### src/inc/lrsd_cfg.svh
// Purpose: constants for the link request stream decoder
// Assumes: one bit per clock on the request line, msb first
// Notes: timing counts are in clock cycles
`ifndef LRSD_CFG_SVH
`define LRSD_CFG_SVH
`define LRSD_TYPE_IMM 3'h0
`define LRSD_TYPE_ISO 3'h1
`define LRSD_TYPE_PRI 3'h2
`define LRSD_TYPE_FAIR 3'h3
`define LRSD_TYPE_REGISTER_READ_REQUEST 3'h4
`define LRSD_TYPE_REGISTER_WRITE_REQUEST 3'h5
`define LRSD_TYPE_ACCEL 3'h6
`define LRSD_TYPE_RSVD 3'h7
`define LRSD_SPEED_S100 3'h0
`define LRSD_SPEED_S200 3'h2
`define LRSD_SPEED_S400 3'h4
`define LRSD_BUS_LEN 5'h08
`define LRSD_BUS_SHORT_LEN 5'h07
`define LRSD_RD_LEN 5'h09
`define LRSD_WR_LEN 5'h11
`define LRSD_ACC_LEN 5'h06
`define LRSD_TYPE_LAST 5'h03
`define LRSD_CTL_IDLE 2'h0
`define LRSD_CTL_STATUS 2'h1
`define LRSD_CTL_RECEIVE 2'h2
`define LRSD_CTL_GRANT 2'h3
`endif

### src/inc/lrsd_pkg.sv
// Purpose: types for the link request stream decoder
// Assumes: nothing
// Notes: none
package lrsd_pkg;
  typedef enum logic [1:0] {
    LRSD_ST_IDLE,
    LRSD_ST_SHIFT,
    LRSD_ST_DRAIN
  } lrsd_state_t;
  typedef enum logic [1:0] {
    LRSD_ARB_NONE,
    LRSD_ARB_IMMEDIATE,
    LRSD_ARB_ON_IDLE,
    LRSD_ARB_AFTER_GAP
  } lrsd_arb_t;
endpackage

### src/design/lrsd_bus_request_tracker.sv
// Purpose: holds the single outstanding bus request
// Assumes: load pulses come from the stream decoder
// Notes: receive state drops fair and priority requests only
`timescale 1ns/100ps
`default_nettype none
`include "lrsd_cfg.svh"
module lrsd_bus_request_tracker
  import lrsd_pkg::*;
(
  input wire logic clk,
  input wire logic srst,
  input wire logic ce,
  input wire logic load,
  input wire logic [2:0] load_type,
  input wire logic [2:0] load_speed,
  input wire logic receive_state,
  input wire logic bus_won,
  input wire logic bus_reset,
  output logic pending,
  output logic [2:0] req_type,
  output logic [2:0] req_speed
);
  wire is_fair_pri = (req_type == `LRSD_TYPE_PRI) || (req_type == `LRSD_TYPE_FAIR);
  wire drop_rx = pending && receive_state && is_fair_pri;
  wire take = load && !pending;

  always_ff @(posedge clk) begin
    if (srst) begin
      pending <= 1'b0;
      req_type <= 3'h0;
      req_speed <= 3'h0;
    end else if (ce) begin
      if (bus_reset || bus_won || drop_rx) begin
        pending <= 1'b0;
      end else if (take) begin
        pending <= 1'b1;
        req_type <= load_type;
        req_speed <= load_speed;
      end
    end
  end
endmodule
`default_nettype wire

### src/design/lrsd_register_read_tracker.sv
// Purpose: holds the pending register read until delivered
// Assumes: status path pulses delivered once all 8 bits went out
// Notes: bus reset leaves the pending read in place
`timescale 1ns/100ps
`default_nettype none
`include "lrsd_cfg.svh"
module lrsd_register_read_tracker
  import lrsd_pkg::*;
(
  input wire logic clk,
  input wire logic srst,
  input wire logic ce,
  input wire logic load,
  input wire logic [3:0] load_addr,
  input wire logic delivered,
  output logic pending,
  output logic [3:0] addr
);
  always_ff @(posedge clk) begin
    if (srst) begin
      pending <= 1'b0;
      addr <= 4'h0;
    end else if (ce) begin
      if (load && !pending) begin
        pending <= 1'b1;
        addr <= load_addr;
      end else if (delivered) begin
        pending <= 1'b0;
      end
    end
  end
endmodule
`default_nettype wire

### src/design/lrsd_link_request_stream_decoder.sv
// Purpose: decodes the serial request stream from the link controller
// Assumes: request line synchronous to clk, sampled on rising edge
// Notes: register contents and status transfer live elsewhere
`timescale 1ns/100ps
`default_nettype none
`include "lrsd_cfg.svh"
module lrsd_link_request_stream_decoder
  import lrsd_pkg::*;
#(
  parameter int SHIFT_W = 17
) (
  input wire logic clk,
  input wire logic srst,
  input wire logic ce,
  input wire logic link_request_line,
  input wire logic [1:0] interface_control_bus,
  input wire logic bus_won,
  input wire logic bus_reset,
  input wire logic read_delivered,
  input wire logic accel_enable_bit,
  output logic bus_req_pending,
  output logic [2:0] bus_req_type,
  output logic [2:0] bus_req_speed,
  output logic bus_req_speed_invalid,
  output logic [1:0] bus_req_arb_mode,
  output logic bus_req_fair,
  output logic read_pending,
  output logic [3:0] read_addr,
  output logic write_strobe,
  output logic [3:0] write_addr,
  output logic [7:0] write_data,
  output logic accel_enabled,
  output logic stream_error
);
  lrsd_state_t state;
  lrsd_state_t next_state;
  logic [SHIFT_W-1:0] shreg;
  logic [4:0] count;
  logic rx_seen;
  logic [2:0] rtype;

  function automatic logic [4:0] stream_len(input logic [2:0] t);
    case (t)
      `LRSD_TYPE_REGISTER_READ_REQUEST: stream_len = `LRSD_RD_LEN;
      `LRSD_TYPE_REGISTER_WRITE_REQUEST: stream_len = `LRSD_WR_LEN;
      `LRSD_TYPE_ACCEL: stream_len = `LRSD_ACC_LEN;
      // short form has idle low where the stop bit would be
      default: stream_len = `LRSD_BUS_LEN;
    endcase
  endfunction

  function automatic logic speed_ok(input logic [2:0] s);
    speed_ok = (s == `LRSD_SPEED_S100) || (s == `LRSD_SPEED_S200) ||
      (s == `LRSD_SPEED_S400);
  endfunction

  // bits after the start bit, newest in lsb; stream bit k sits at count-k
  wire [SHIFT_W-1:0] cur = {shreg[SHIFT_W-2:0], link_request_line};
  wire [4:0] got = count + 5'h01;
  // stream length up to and including the bit now on the line
  wire [4:0] seen = count + 5'h02;
  wire in_stream = (state == LRSD_ST_SHIFT);
  wire type_done = in_stream && (count == `LRSD_TYPE_LAST);
  // type sits in the low bits only while bit 4 is sampled, then is held
  wire [2:0] typ = (count == `LRSD_TYPE_LAST) ? shreg[2:0] : rtype;
  wire is_bus = !typ[2];
  // bus request always ends on sample 7: stop bit or idle low
  wire at_end = in_stream && (count > `LRSD_TYPE_LAST) && (typ != `LRSD_TYPE_RSVD) &&
    (seen == stream_len(typ));
  wire stop_ok = !link_request_line;
  wire rsvd_seen = type_done && (typ == `LRSD_TYPE_RSVD);
  wire receive_now = (interface_control_bus == `LRSD_CTL_RECEIVE);
  wire fair_pri = (typ == `LRSD_TYPE_PRI) || (typ == `LRSD_TYPE_FAIR);
  wire bus_load = at_end && stop_ok && is_bus &&
    !(fair_pri && (rx_seen || receive_now));
  wire [2:0] bus_spd = shreg[2:0];
  wire rx_window = (in_stream && !at_end) || ((state == LRSD_ST_IDLE) && link_request_line);
  wire rd_load = at_end && stop_ok && (typ == `LRSD_TYPE_REGISTER_READ_REQUEST);
  wire wr_hit = at_end && stop_ok && (typ == `LRSD_TYPE_REGISTER_WRITE_REQUEST);
  wire acc_hit = at_end && stop_ok && (typ == `LRSD_TYPE_ACCEL);
  wire bad_stop = at_end && !stop_ok;
  wire tr_pending;
  wire [2:0] tr_type;
  wire [2:0] tr_speed;
  wire rt_pending;
  wire [3:0] rt_addr;
  wire [1:0] arb_mode_now = (tr_type == `LRSD_TYPE_IMM) ? LRSD_ARB_IMMEDIATE :
    (tr_type == `LRSD_TYPE_ISO) ? LRSD_ARB_ON_IDLE : LRSD_ARB_AFTER_GAP;

  always_comb begin
    next_state = state;
    case (state)
      LRSD_ST_IDLE: begin
        if (link_request_line) begin
          next_state = LRSD_ST_SHIFT;
        end
      end
      LRSD_ST_SHIFT: begin
        if (rsvd_seen) begin
          next_state = LRSD_ST_DRAIN;
        end else if (at_end) begin
          next_state = stop_ok ? LRSD_ST_IDLE : LRSD_ST_DRAIN;
        end
      end
      LRSD_ST_DRAIN: begin
        if (!link_request_line) begin
          next_state = LRSD_ST_IDLE;
        end
      end
      default: next_state = LRSD_ST_IDLE;
    endcase
  end

  always_ff @(posedge clk) begin
    if (srst) begin
      state <= LRSD_ST_IDLE;
      shreg <= '0;
      count <= 5'h00;
      rx_seen <= 1'b0;
      rtype <= 3'h0;
    end else if (ce) begin
      rtype <= typ;
      state <= next_state;
      shreg <= (state == LRSD_ST_SHIFT) ? cur : '0;
      count <= (state == LRSD_ST_SHIFT) ? got : 5'h00;
      rx_seen <= rx_window && (rx_seen || receive_now);
    end
  end

  lrsd_bus_request_tracker u_bus (
    .clk(clk),
    .srst(srst),
    .ce(ce),
    .load(bus_load),
    .load_type(typ),
    .load_speed(bus_spd),
    .receive_state(receive_now),
    .bus_won(bus_won),
    .bus_reset(bus_reset),
    .pending(tr_pending),
    .req_type(tr_type),
    .req_speed(tr_speed)
  );

  lrsd_register_read_tracker u_rd (
    .clk(clk),
    .srst(srst),
    .ce(ce),
    .load(rd_load),
    .load_addr(shreg[3:0]),
    .delivered(read_delivered),
    .pending(rt_pending),
    .addr(rt_addr)
  );

  always_ff @(posedge clk) begin
    if (srst) begin
      bus_req_pending <= 1'b0;
      bus_req_type <= 3'h0;
      bus_req_speed <= 3'h0;
      bus_req_speed_invalid <= 1'b0;
      bus_req_arb_mode <= LRSD_ARB_NONE;
      bus_req_fair <= 1'b0;
      read_pending <= 1'b0;
      read_addr <= 4'h0;
      write_strobe <= 1'b0;
      write_addr <= 4'h0;
      write_data <= 8'h00;
      accel_enabled <= 1'b0;
      stream_error <= 1'b0;
    end else if (ce) begin
      bus_req_pending <= tr_pending;
      bus_req_type <= tr_type;
      bus_req_speed <= tr_speed;
      bus_req_speed_invalid <= tr_pending && !speed_ok(tr_speed);
      bus_req_arb_mode <= tr_pending ? arb_mode_now : LRSD_ARB_NONE;
      bus_req_fair <= tr_pending && (tr_type == `LRSD_TYPE_FAIR);
      read_pending <= rt_pending;
      read_addr <= rt_addr;
      write_strobe <= wr_hit;
      if (wr_hit) begin
        write_addr <= shreg[11:8];
        write_data <= shreg[7:0];
      end
      if (acc_hit) begin
        accel_enabled <= shreg[0];
      end else if ((bus_reset || (bus_load && typ == `LRSD_TYPE_ISO)) && accel_enable_bit) begin
        accel_enabled <= 1'b1;
      end
      stream_error <= bad_stop || rsvd_seen;
    end
  end

endmodule
`default_nettype wire

### config.mk
export PLATFORM = sky130hd
export DESIGN_NAME = lrsd_link_request_stream_decoder
export DESIGN_NICKNAME = d
export VERILOG_FILES = /design/src/inc/lrsd_pkg.sv /design/src/design/lrsd_bus_request_tracker.sv /design/src/design/lrsd_register_read_tracker.sv /design/src/design/lrsd_link_request_stream_decoder.sv
export VERILOG_INCLUDE_DIRS = /design/src /design/src/inc
export SDC_FILE = /design/constraint.sdc
export NUM_CORES = 1
export LEC_CHECK = 0
export ABC_AREA = 1
export BUFFER_PORTS_ARGS = -buffer_cell sky130_fd_sc_hd__buf_2
export CAP_MARGIN = 40
export CELL_PAD_IN_SITES_DETAIL_PLACEMENT = 1
export CELL_PAD_IN_SITES_GLOBAL_PLACEMENT = 1
export CORE_MARGIN = 2
export CORE_UTILIZATION = 40
export CTS_CLUSTER_DIAMETER = 80
export DETAILED_ROUTE_END_ITERATION = 7
export MAX_ROUTING_LAYER = met4
export PLACE_DENSITY = 0.8
export SYNTH_ARGS = -nofsm -noshare
export SYNTH_HDL_FRONTEND = slang
export SYNTH_SLANG_ARGS = --single-unit
### constraint.sdc
create_clock -name clk -period 7.7 [get_ports clk]
set_clock_uncertainty 0.2 [all_clocks]
set_input_delay 0.77 -clock clk [delete_from_list [all_inputs] [get_ports clk]]
set_output_delay 0.77 -clock clk [all_outputs]
set_load 0.02 [all_outputs]
==> summary.md, run 1 <==
| Metric | Value |
|---|---|
| Peak VDD IR | 71.83 uV |
| Arr. time, crit path | 3.11 ns |
| TNS Setup | 0 ns |
| Critical R2R Launch | count[0] |
| Internal cell power | 484.3 uW |
| First-pass GRT wire length | 12240 um |
| Final core utilization | 0.4684 |
| Leakage | 0.001478 uW |
| Final setup vio count | 0 |
| Post-route design area | 0.003361 mm^2 |
| Fmax | 0.3225 GHz |
| Seq cells post-synth | 66 |
| Top cells by area, synth | dfxtp_1 (45%), nor2_1 (8.6%), nand2_1 (7.2%) |
| Post-CTS Repair Setup Buffers | 0 |
| Ys Warns | 0 |
| Vias | 2605 |
| Antenna viol nets, final | 0 |
| Largest net degree at the start of global routing | 47 |
| Crit end category | flip-flop |
| Total Routing Usage GR | 0.2049 |
| Clock Pin Slew Worst Setup and Hold Paths | 0.07 ns |
| Top FF cell, synth | dfxtp_1 |
| Area growth, synth to finish | 14.74% |
| Synth Net Count | 398 |
| Fraction of layout cells with a size suffix above 1 | 0.2014 |
| Run status | completed |
| Post-synthesis cell count | 385 |
| Hold Vio Cnt, Final | 0 |
| Rel. slew slack | 0.4393 |
| Comb power frac | 0.087 |
| Count of cell types in the netlist | 33 |
| HPWL after DPL | 5186 um |
| # port buffers | 40 |
| Initial Util | 0.4082 |
| Post-DR wirelength/cell | 14.01 um |
| Max-capacitance violation count | 0 |
| WS Path Type | reg2reg |
| DRT Pass-1 Iters | 4 |
| Horiz. Die Dim | 89.57 um |
| EDFF count, synth | 0 |
| Post-synth top area share | 0.4511 |
| H-tree levels | 3 |
| Post-synth top cells | nor2_1 (67), dfxtp_1 (66), nand2_1 (56) |
| DIE AREA | 0.008023 mm^2 |
| Area after DPL | 0.003192 mm^2 |
| Cts hold-fix bufs | 0 |
| Gpl congestion | 0.8242 |
| Hold Crit Class | reg2reg |
| Pre-CTS WS | 4.609 ns |
| Post-synthesis sequential area ratio | 0.4511 |
| Antenna violations before repair | 0 |
| Inserted Clock Buffers | 9 |
| Asr flop ratio synth | 0 |
| Worst-path fanout max | 25 |
| Fin worst setup slack | 4.599 ns |
| Yosys top cell by area | dfxtp_1 |
| Period minus WS final | 3.101 ns |
| IO Count | 41 |
| Ant diodes | 0 |
| Period utilisation layout | 0.4027 |
| RSZ-0062 raised after global routing | no |
| Root buffer cell | clkbuf_8 |
| Area of the mapped netlist | 0.002929 mm^2 |
| Switch share | 0.2807 |
| Fin nets | 435 |
| Core Footprint | 0.007176 mm^2 |
| Grt ovf | 0 |
| CP startpoint | count[0] |
| Final-layout fill cell count | 941 |
| DRC viols | 0 |
| Part of the power in the clock network | 0.381 |
| Min-delay src | write_data[4] |
| Post_cts resized | 0 |
| Vias in the first global route | 2616 |
| Clock Latency Late Sink | 0.35 ns |
| CTS tree | done |
| Post-synthesis area per instance | 7.608 um^2 |
| Vias per Instance | 4.952 |
| Psw | 189.0 uW |
| Slew Limit Fails | 0 |
| Longest Clk Path Bufs | 2 |
| Top-count cell post-synth | nor2_1 |
| Worst slew pin tran | 0.8410 ns |
| # rows | 31 |
| Pwr dens | 200.3 mW/mm^2 |
| Reg power frac | 0.532 |
| Worst setup SP type | flip-flop |
| Die Ht | 89.57 um |
| CP required | 7.71 ns |
| CTS sink count | 66 |
| DRT Wirelength | 7371 um |
| DR iter-0 viols | 120 |
power by group through the flow:
stage,Combinational (uW),Sequential [uW],Clock (uW)
after floorplan,37.4,368,0
after global placement,55.9,365,0
after detailed placement,58.2,366,0
after CTS,59.1,358,261
after global routing,67.0,359,274
final,58.5,358,257
per-stage QoR:
step           hold WS (ns)  power [uW]  instances
2_1_floorplan        0.2291       405.1        385
3_3_place_gp         0.2415       421.4        509
3_5_place_dp         0.2508       424.1        510
4_1_cts              0.2653       678.2        526
5_1_grt              0.2754       700.0        526
6_report             0.2641       673.2        526
path summary, 6_finish.rpt:
path / end / slack (ns) / cells after the start
setup reg to reg: write_data[0] / 4.60 / 18
hold / removal: write_data[4] / 0.26 / 2
hold reg to reg: write_data[4] / 0.26 / 2
setup / recovery: write_data[0] / 4.60 / 18
placed cells by master (no fill, tap or decap), drive strengths merged:
cell type  netlist  layout
xor2             2       2
o2111ai          1       1
clkbuf          11      10
o211ai           1       1
or2              1       1
o21ai           29      29
nand3b           3       3
nand4            2       2
ha               3       3
buf              5      42
a31oi            2       2
a211oi          16      16
inv             50      51
clkinvlp         0       3
nor3            16      16
nand3           13      13
o21a             1       1
nor2            72      72
dfxtp           66      66
a21oi           30      30
clkinv           0       2
nand2           61      61
cell type report:
cell class	count	area, um^2	area share
multi-input combinational	253	1344	0.3999
sequential	66	1321	0.3932
inverter	50	187.7	0.05585
tap	99	123.9	0.03686
clock buffer	10	127.6	0.03797
timing repair buffer	42	215.2	0.06404
clock inverter	6	41.29	0.01229
worst max-delay path: stages (launching register included):
cell,delay [ns]
dfxtp_1,0.48
ha_1,0.22
inv_1,0.08
nor2_4,0.17
nand2_4,0.10
nand2_1,0.07
nand2_1,0.12
nand2_2,0.11
nor2_2,0.07
nand2_1,0.06
nand2_1,0.05
nor2_1,0.11
nand2_1,0.07
nor2_2,0.12
inv_2,0.09
nor2_8,0.16
nand3_4,0.31
nor2_1,0.31
a211oi_2,0.05
sequential cells by signal, indices dropped and copies added (netlist names), 2 cells and up:
| name | count |
|---|---|
| bus_req_arb_mode | 2 |
| bus_req_speed | 3 |
| bus_req_type | 3 |
| count | 5 |
| read_addr | 4 |
| rtype | 3 |
| shreg | 12 |
| state | 2 |
| u_bus.req_speed | 3 |
| u_bus.req_type | 3 |
| u_rd.addr | 4 |
| write_addr | 4 |
| write_data | 8 |
kinds of logic (layout without fill, tap and decap cells):
kind of cell,Yosys count,count (layout),share of synthesized area
AND/OR/NAND/NOR,168,168,0.2653
AO/OA/AOI/OAI,80,80,0.1747
flip-flops,66,66,0.4511
buffers and inverters,66,108,0.09013
adder cells (fa/ha/maj),3,3,0.01282
XOR/XNOR,2,2,0.005981
layer usage:
layer	global-route usage	wire length (um)
met1	0.2487	3429
met4	0.07463	119
met3	0.03565	217
met2	0.3409	3605
met5	-	0
(Power assumes the default switching activity.)
==> run 2, diff against run 1 <==
==> constraint.sdc (replaced) <==
create_clock -name clk -period 3 [get_ports clk]
set_clock_uncertainty 0.2 [all_clocks]
set_input_delay 0.3 -clock clk [delete_from_list [all_inputs] [get_ports clk]]
set_output_delay 0.3 -clock clk [all_outputs]
set_load 0.02 [all_outputs]
==> run 2 against run 1 <==
Clock power grew to 2.7 times the previous value. Register-to-register slack lost 4.4 ns. First-iteration DRC count shrank 51%. Largest cell class unchanged.
==> summary.md, run 2 (synthesized netlist as in run 1, its figures left out) <==
| Metric | Value |
|---|---|
| Arr. time, crit path | 2.83 ns |
| Reg with most FFs | shreg |
| TNS Setup | 0 ns |
| Pre-CTS WS | 0.04482 ns |
| Slew Limit Fails | 0 |
| Vias per Instance | 4.993 |
| CP required | 3.04 ns |
| Leakage | 0.001525 uW |
| HPWL after DPL | 5241 um |
| Worst-path fanout max | 7 |
| Rel. slew slack | 0.5920 |
| Clock Pin Slew Worst Setup and Hold Paths | 0.08 ns |
| Worst setup SP type | flip-flop |
| Vias | 2681 |
| DRT Wirelength | 7526 um |
| Commonest non-fill, non-tap cells in the layout | nor2_1 (67), dfxtp_1 (64), nand2_1 (55) |
| Clock Latency Late Sink | 0.33 ns |
| Crit end category | flip-flop |
| Inserted Clock Buffers | 9 |
| # port buffers | 40 |
| Period utilisation layout | 0.9292 |
| Post-DR wirelength/cell | 14.01 um |
| Hold path depth | 4 |
| Worst slew pin tran | 0.6113 ns |
| Antenna violations before repair | 0 |
| Die Ht | 89.57 um |
| Final setup vio count | 0 |
| Grt ovf | 0 |
| Max-capacitance violation count | 0 |
| DRT Pass-1 Iters | 4 |
| Area growth, synth to finish | 19.35% |
| Fmax | 0.3587 GHz |
| First-pass GRT wire length | 11700 um |
| Largest net degree at the start of global routing | 33 |
| Antenna viol nets, final | 0 |
| Vias in the first global route | 2522 |
| Hold Crit Class | in2reg |
| Fin Hold WS | 0.06268 ns |
| WS Path Type | reg2reg |
| IO Count | 41 |
| Ant diodes | 0 |
| Fin nets | 446 |
| Fin cells | 537 |
| Peak VDD IR | 157.9 uV |
| Regs by FF count | shreg x12, write_data x8, count x5 |
| Cts hold-fix bufs | 0 |
| Placed insts | 515 |
| Longest Clk Path Bufs | 2 |
| Min-delay src | read_delivered |
| # rows | 31 |
| DR iter-0 viols | 59 |
| Hold Vio Cnt, Final | 0 |
| Critical R2R Launch | count[1] |
| Core Footprint | 0.007176 mm^2 |
| Total Routing Usage GR | 0.1957 |
| CTS tree | done |
| H-tree levels | 3 |
| DIE AREA | 0.008023 mm^2 |
| Max reg flops | 12 |
| Fin worst setup slack | 0.2123 ns |
| Flop2flop setup slack | 0.21 ns |
| Commonest non-fill, non-tap cell in the layout | nor2_1 |
| Horiz. Die Dim | 89.57 um |
| Gpl congestion | 0.9088 |
| Run status | completed |
| WHS Endpoint | u_rd.pending |
| Reg2reg path depth | 19 |
| Reg2reg end | u_bus.req_speed[0] |
| Final core utilization | 0.4872 |
| CTS sink count | 66 |
| DRC viols | 0 |
| Root buffer cell | clkbuf_8 |
| Fraction of layout cells with a size suffix above 1 | 0.2352 |
| Pwr dens | 504.6 mW/mm^2 |
| Period minus WS final | 2.788 ns |
| Initial Util | 0.4082 |
[run 2: timing repair]
action / CTS / global route
gates resized for setup: 0 / 11
setup buffers: 0 / 5
endpoints found under the setup margin: 0 / 23
[run 2: metal layers]
metal  GRT usage  wire length, um  vias up
met1      0.2411             3546     1290
met2      0.3202             3702       42
li1            -                -     1345
met4     0.07463               54        0
met5           -                0        -
met3     0.03291              222        4
[run 2: power breakdown]
group	total [uW]	internal (uW)	switching, uW
registers	917	899	18.6
logic	165	53.0	112
clock network	682	322	359
total	1760	1270	490
[run 2: worst max-delay path: stages, from the launching register on]
cell	delay (ns)
dfxtp_4	0.39
ha_4	0.14
inv_1	0.07
nor2_4	0.19
nand2_4	0.10
nand2_1	0.08
nand2_2	0.10
nand2_2	0.11
nor2_4	0.07
nand2_1	0.06
nand2_1	0.05
nor2_1	0.09
nand2_1	0.06
nor2_2	0.15
inv_2	0.09
nor2_8	0.22
nand4_4	0.18
buf_4	0.18
nor2_1	0.08
nor2_1	0.05
[run 2: how the worst max path moves through the flow]
stage	startpoint	endpoint	slack (ns)	depth (start not counted)
floorplan	count[1]	write_addr[3]	0.56	19
global placement	count[1]	write_data[5]	0.21	18
detailed placement	count[1]	write_addr[0]	0.04	18
CTS	count[1]	write_addr[0]	0.05	18
global route	count[1]	u_bus.req_speed[1]	-0.05	19
finish	count[1]	u_bus.req_speed[0]	0.21	19
[run 2: final cells by class]
cell class	instances	area (um^2)
Clock buffer	10	137.6
Clock inverter	6	41.29
Fill cell	930	3680
Inverter	50	190.2
Multi-Input combinational cell	254	1386
Sequential cell	66	1326
Tap cell	99	123.9
Timing Repair Buffer	52	290.3
[run 2: metrics by stage]
step                total power (uW)  area [um^2]
floorplan                       1040         2929
global placement                1092         3229
detailed placement              1097         3229
CTS                             1778         3408
global route                    1848         3496
finish                          1764         3496
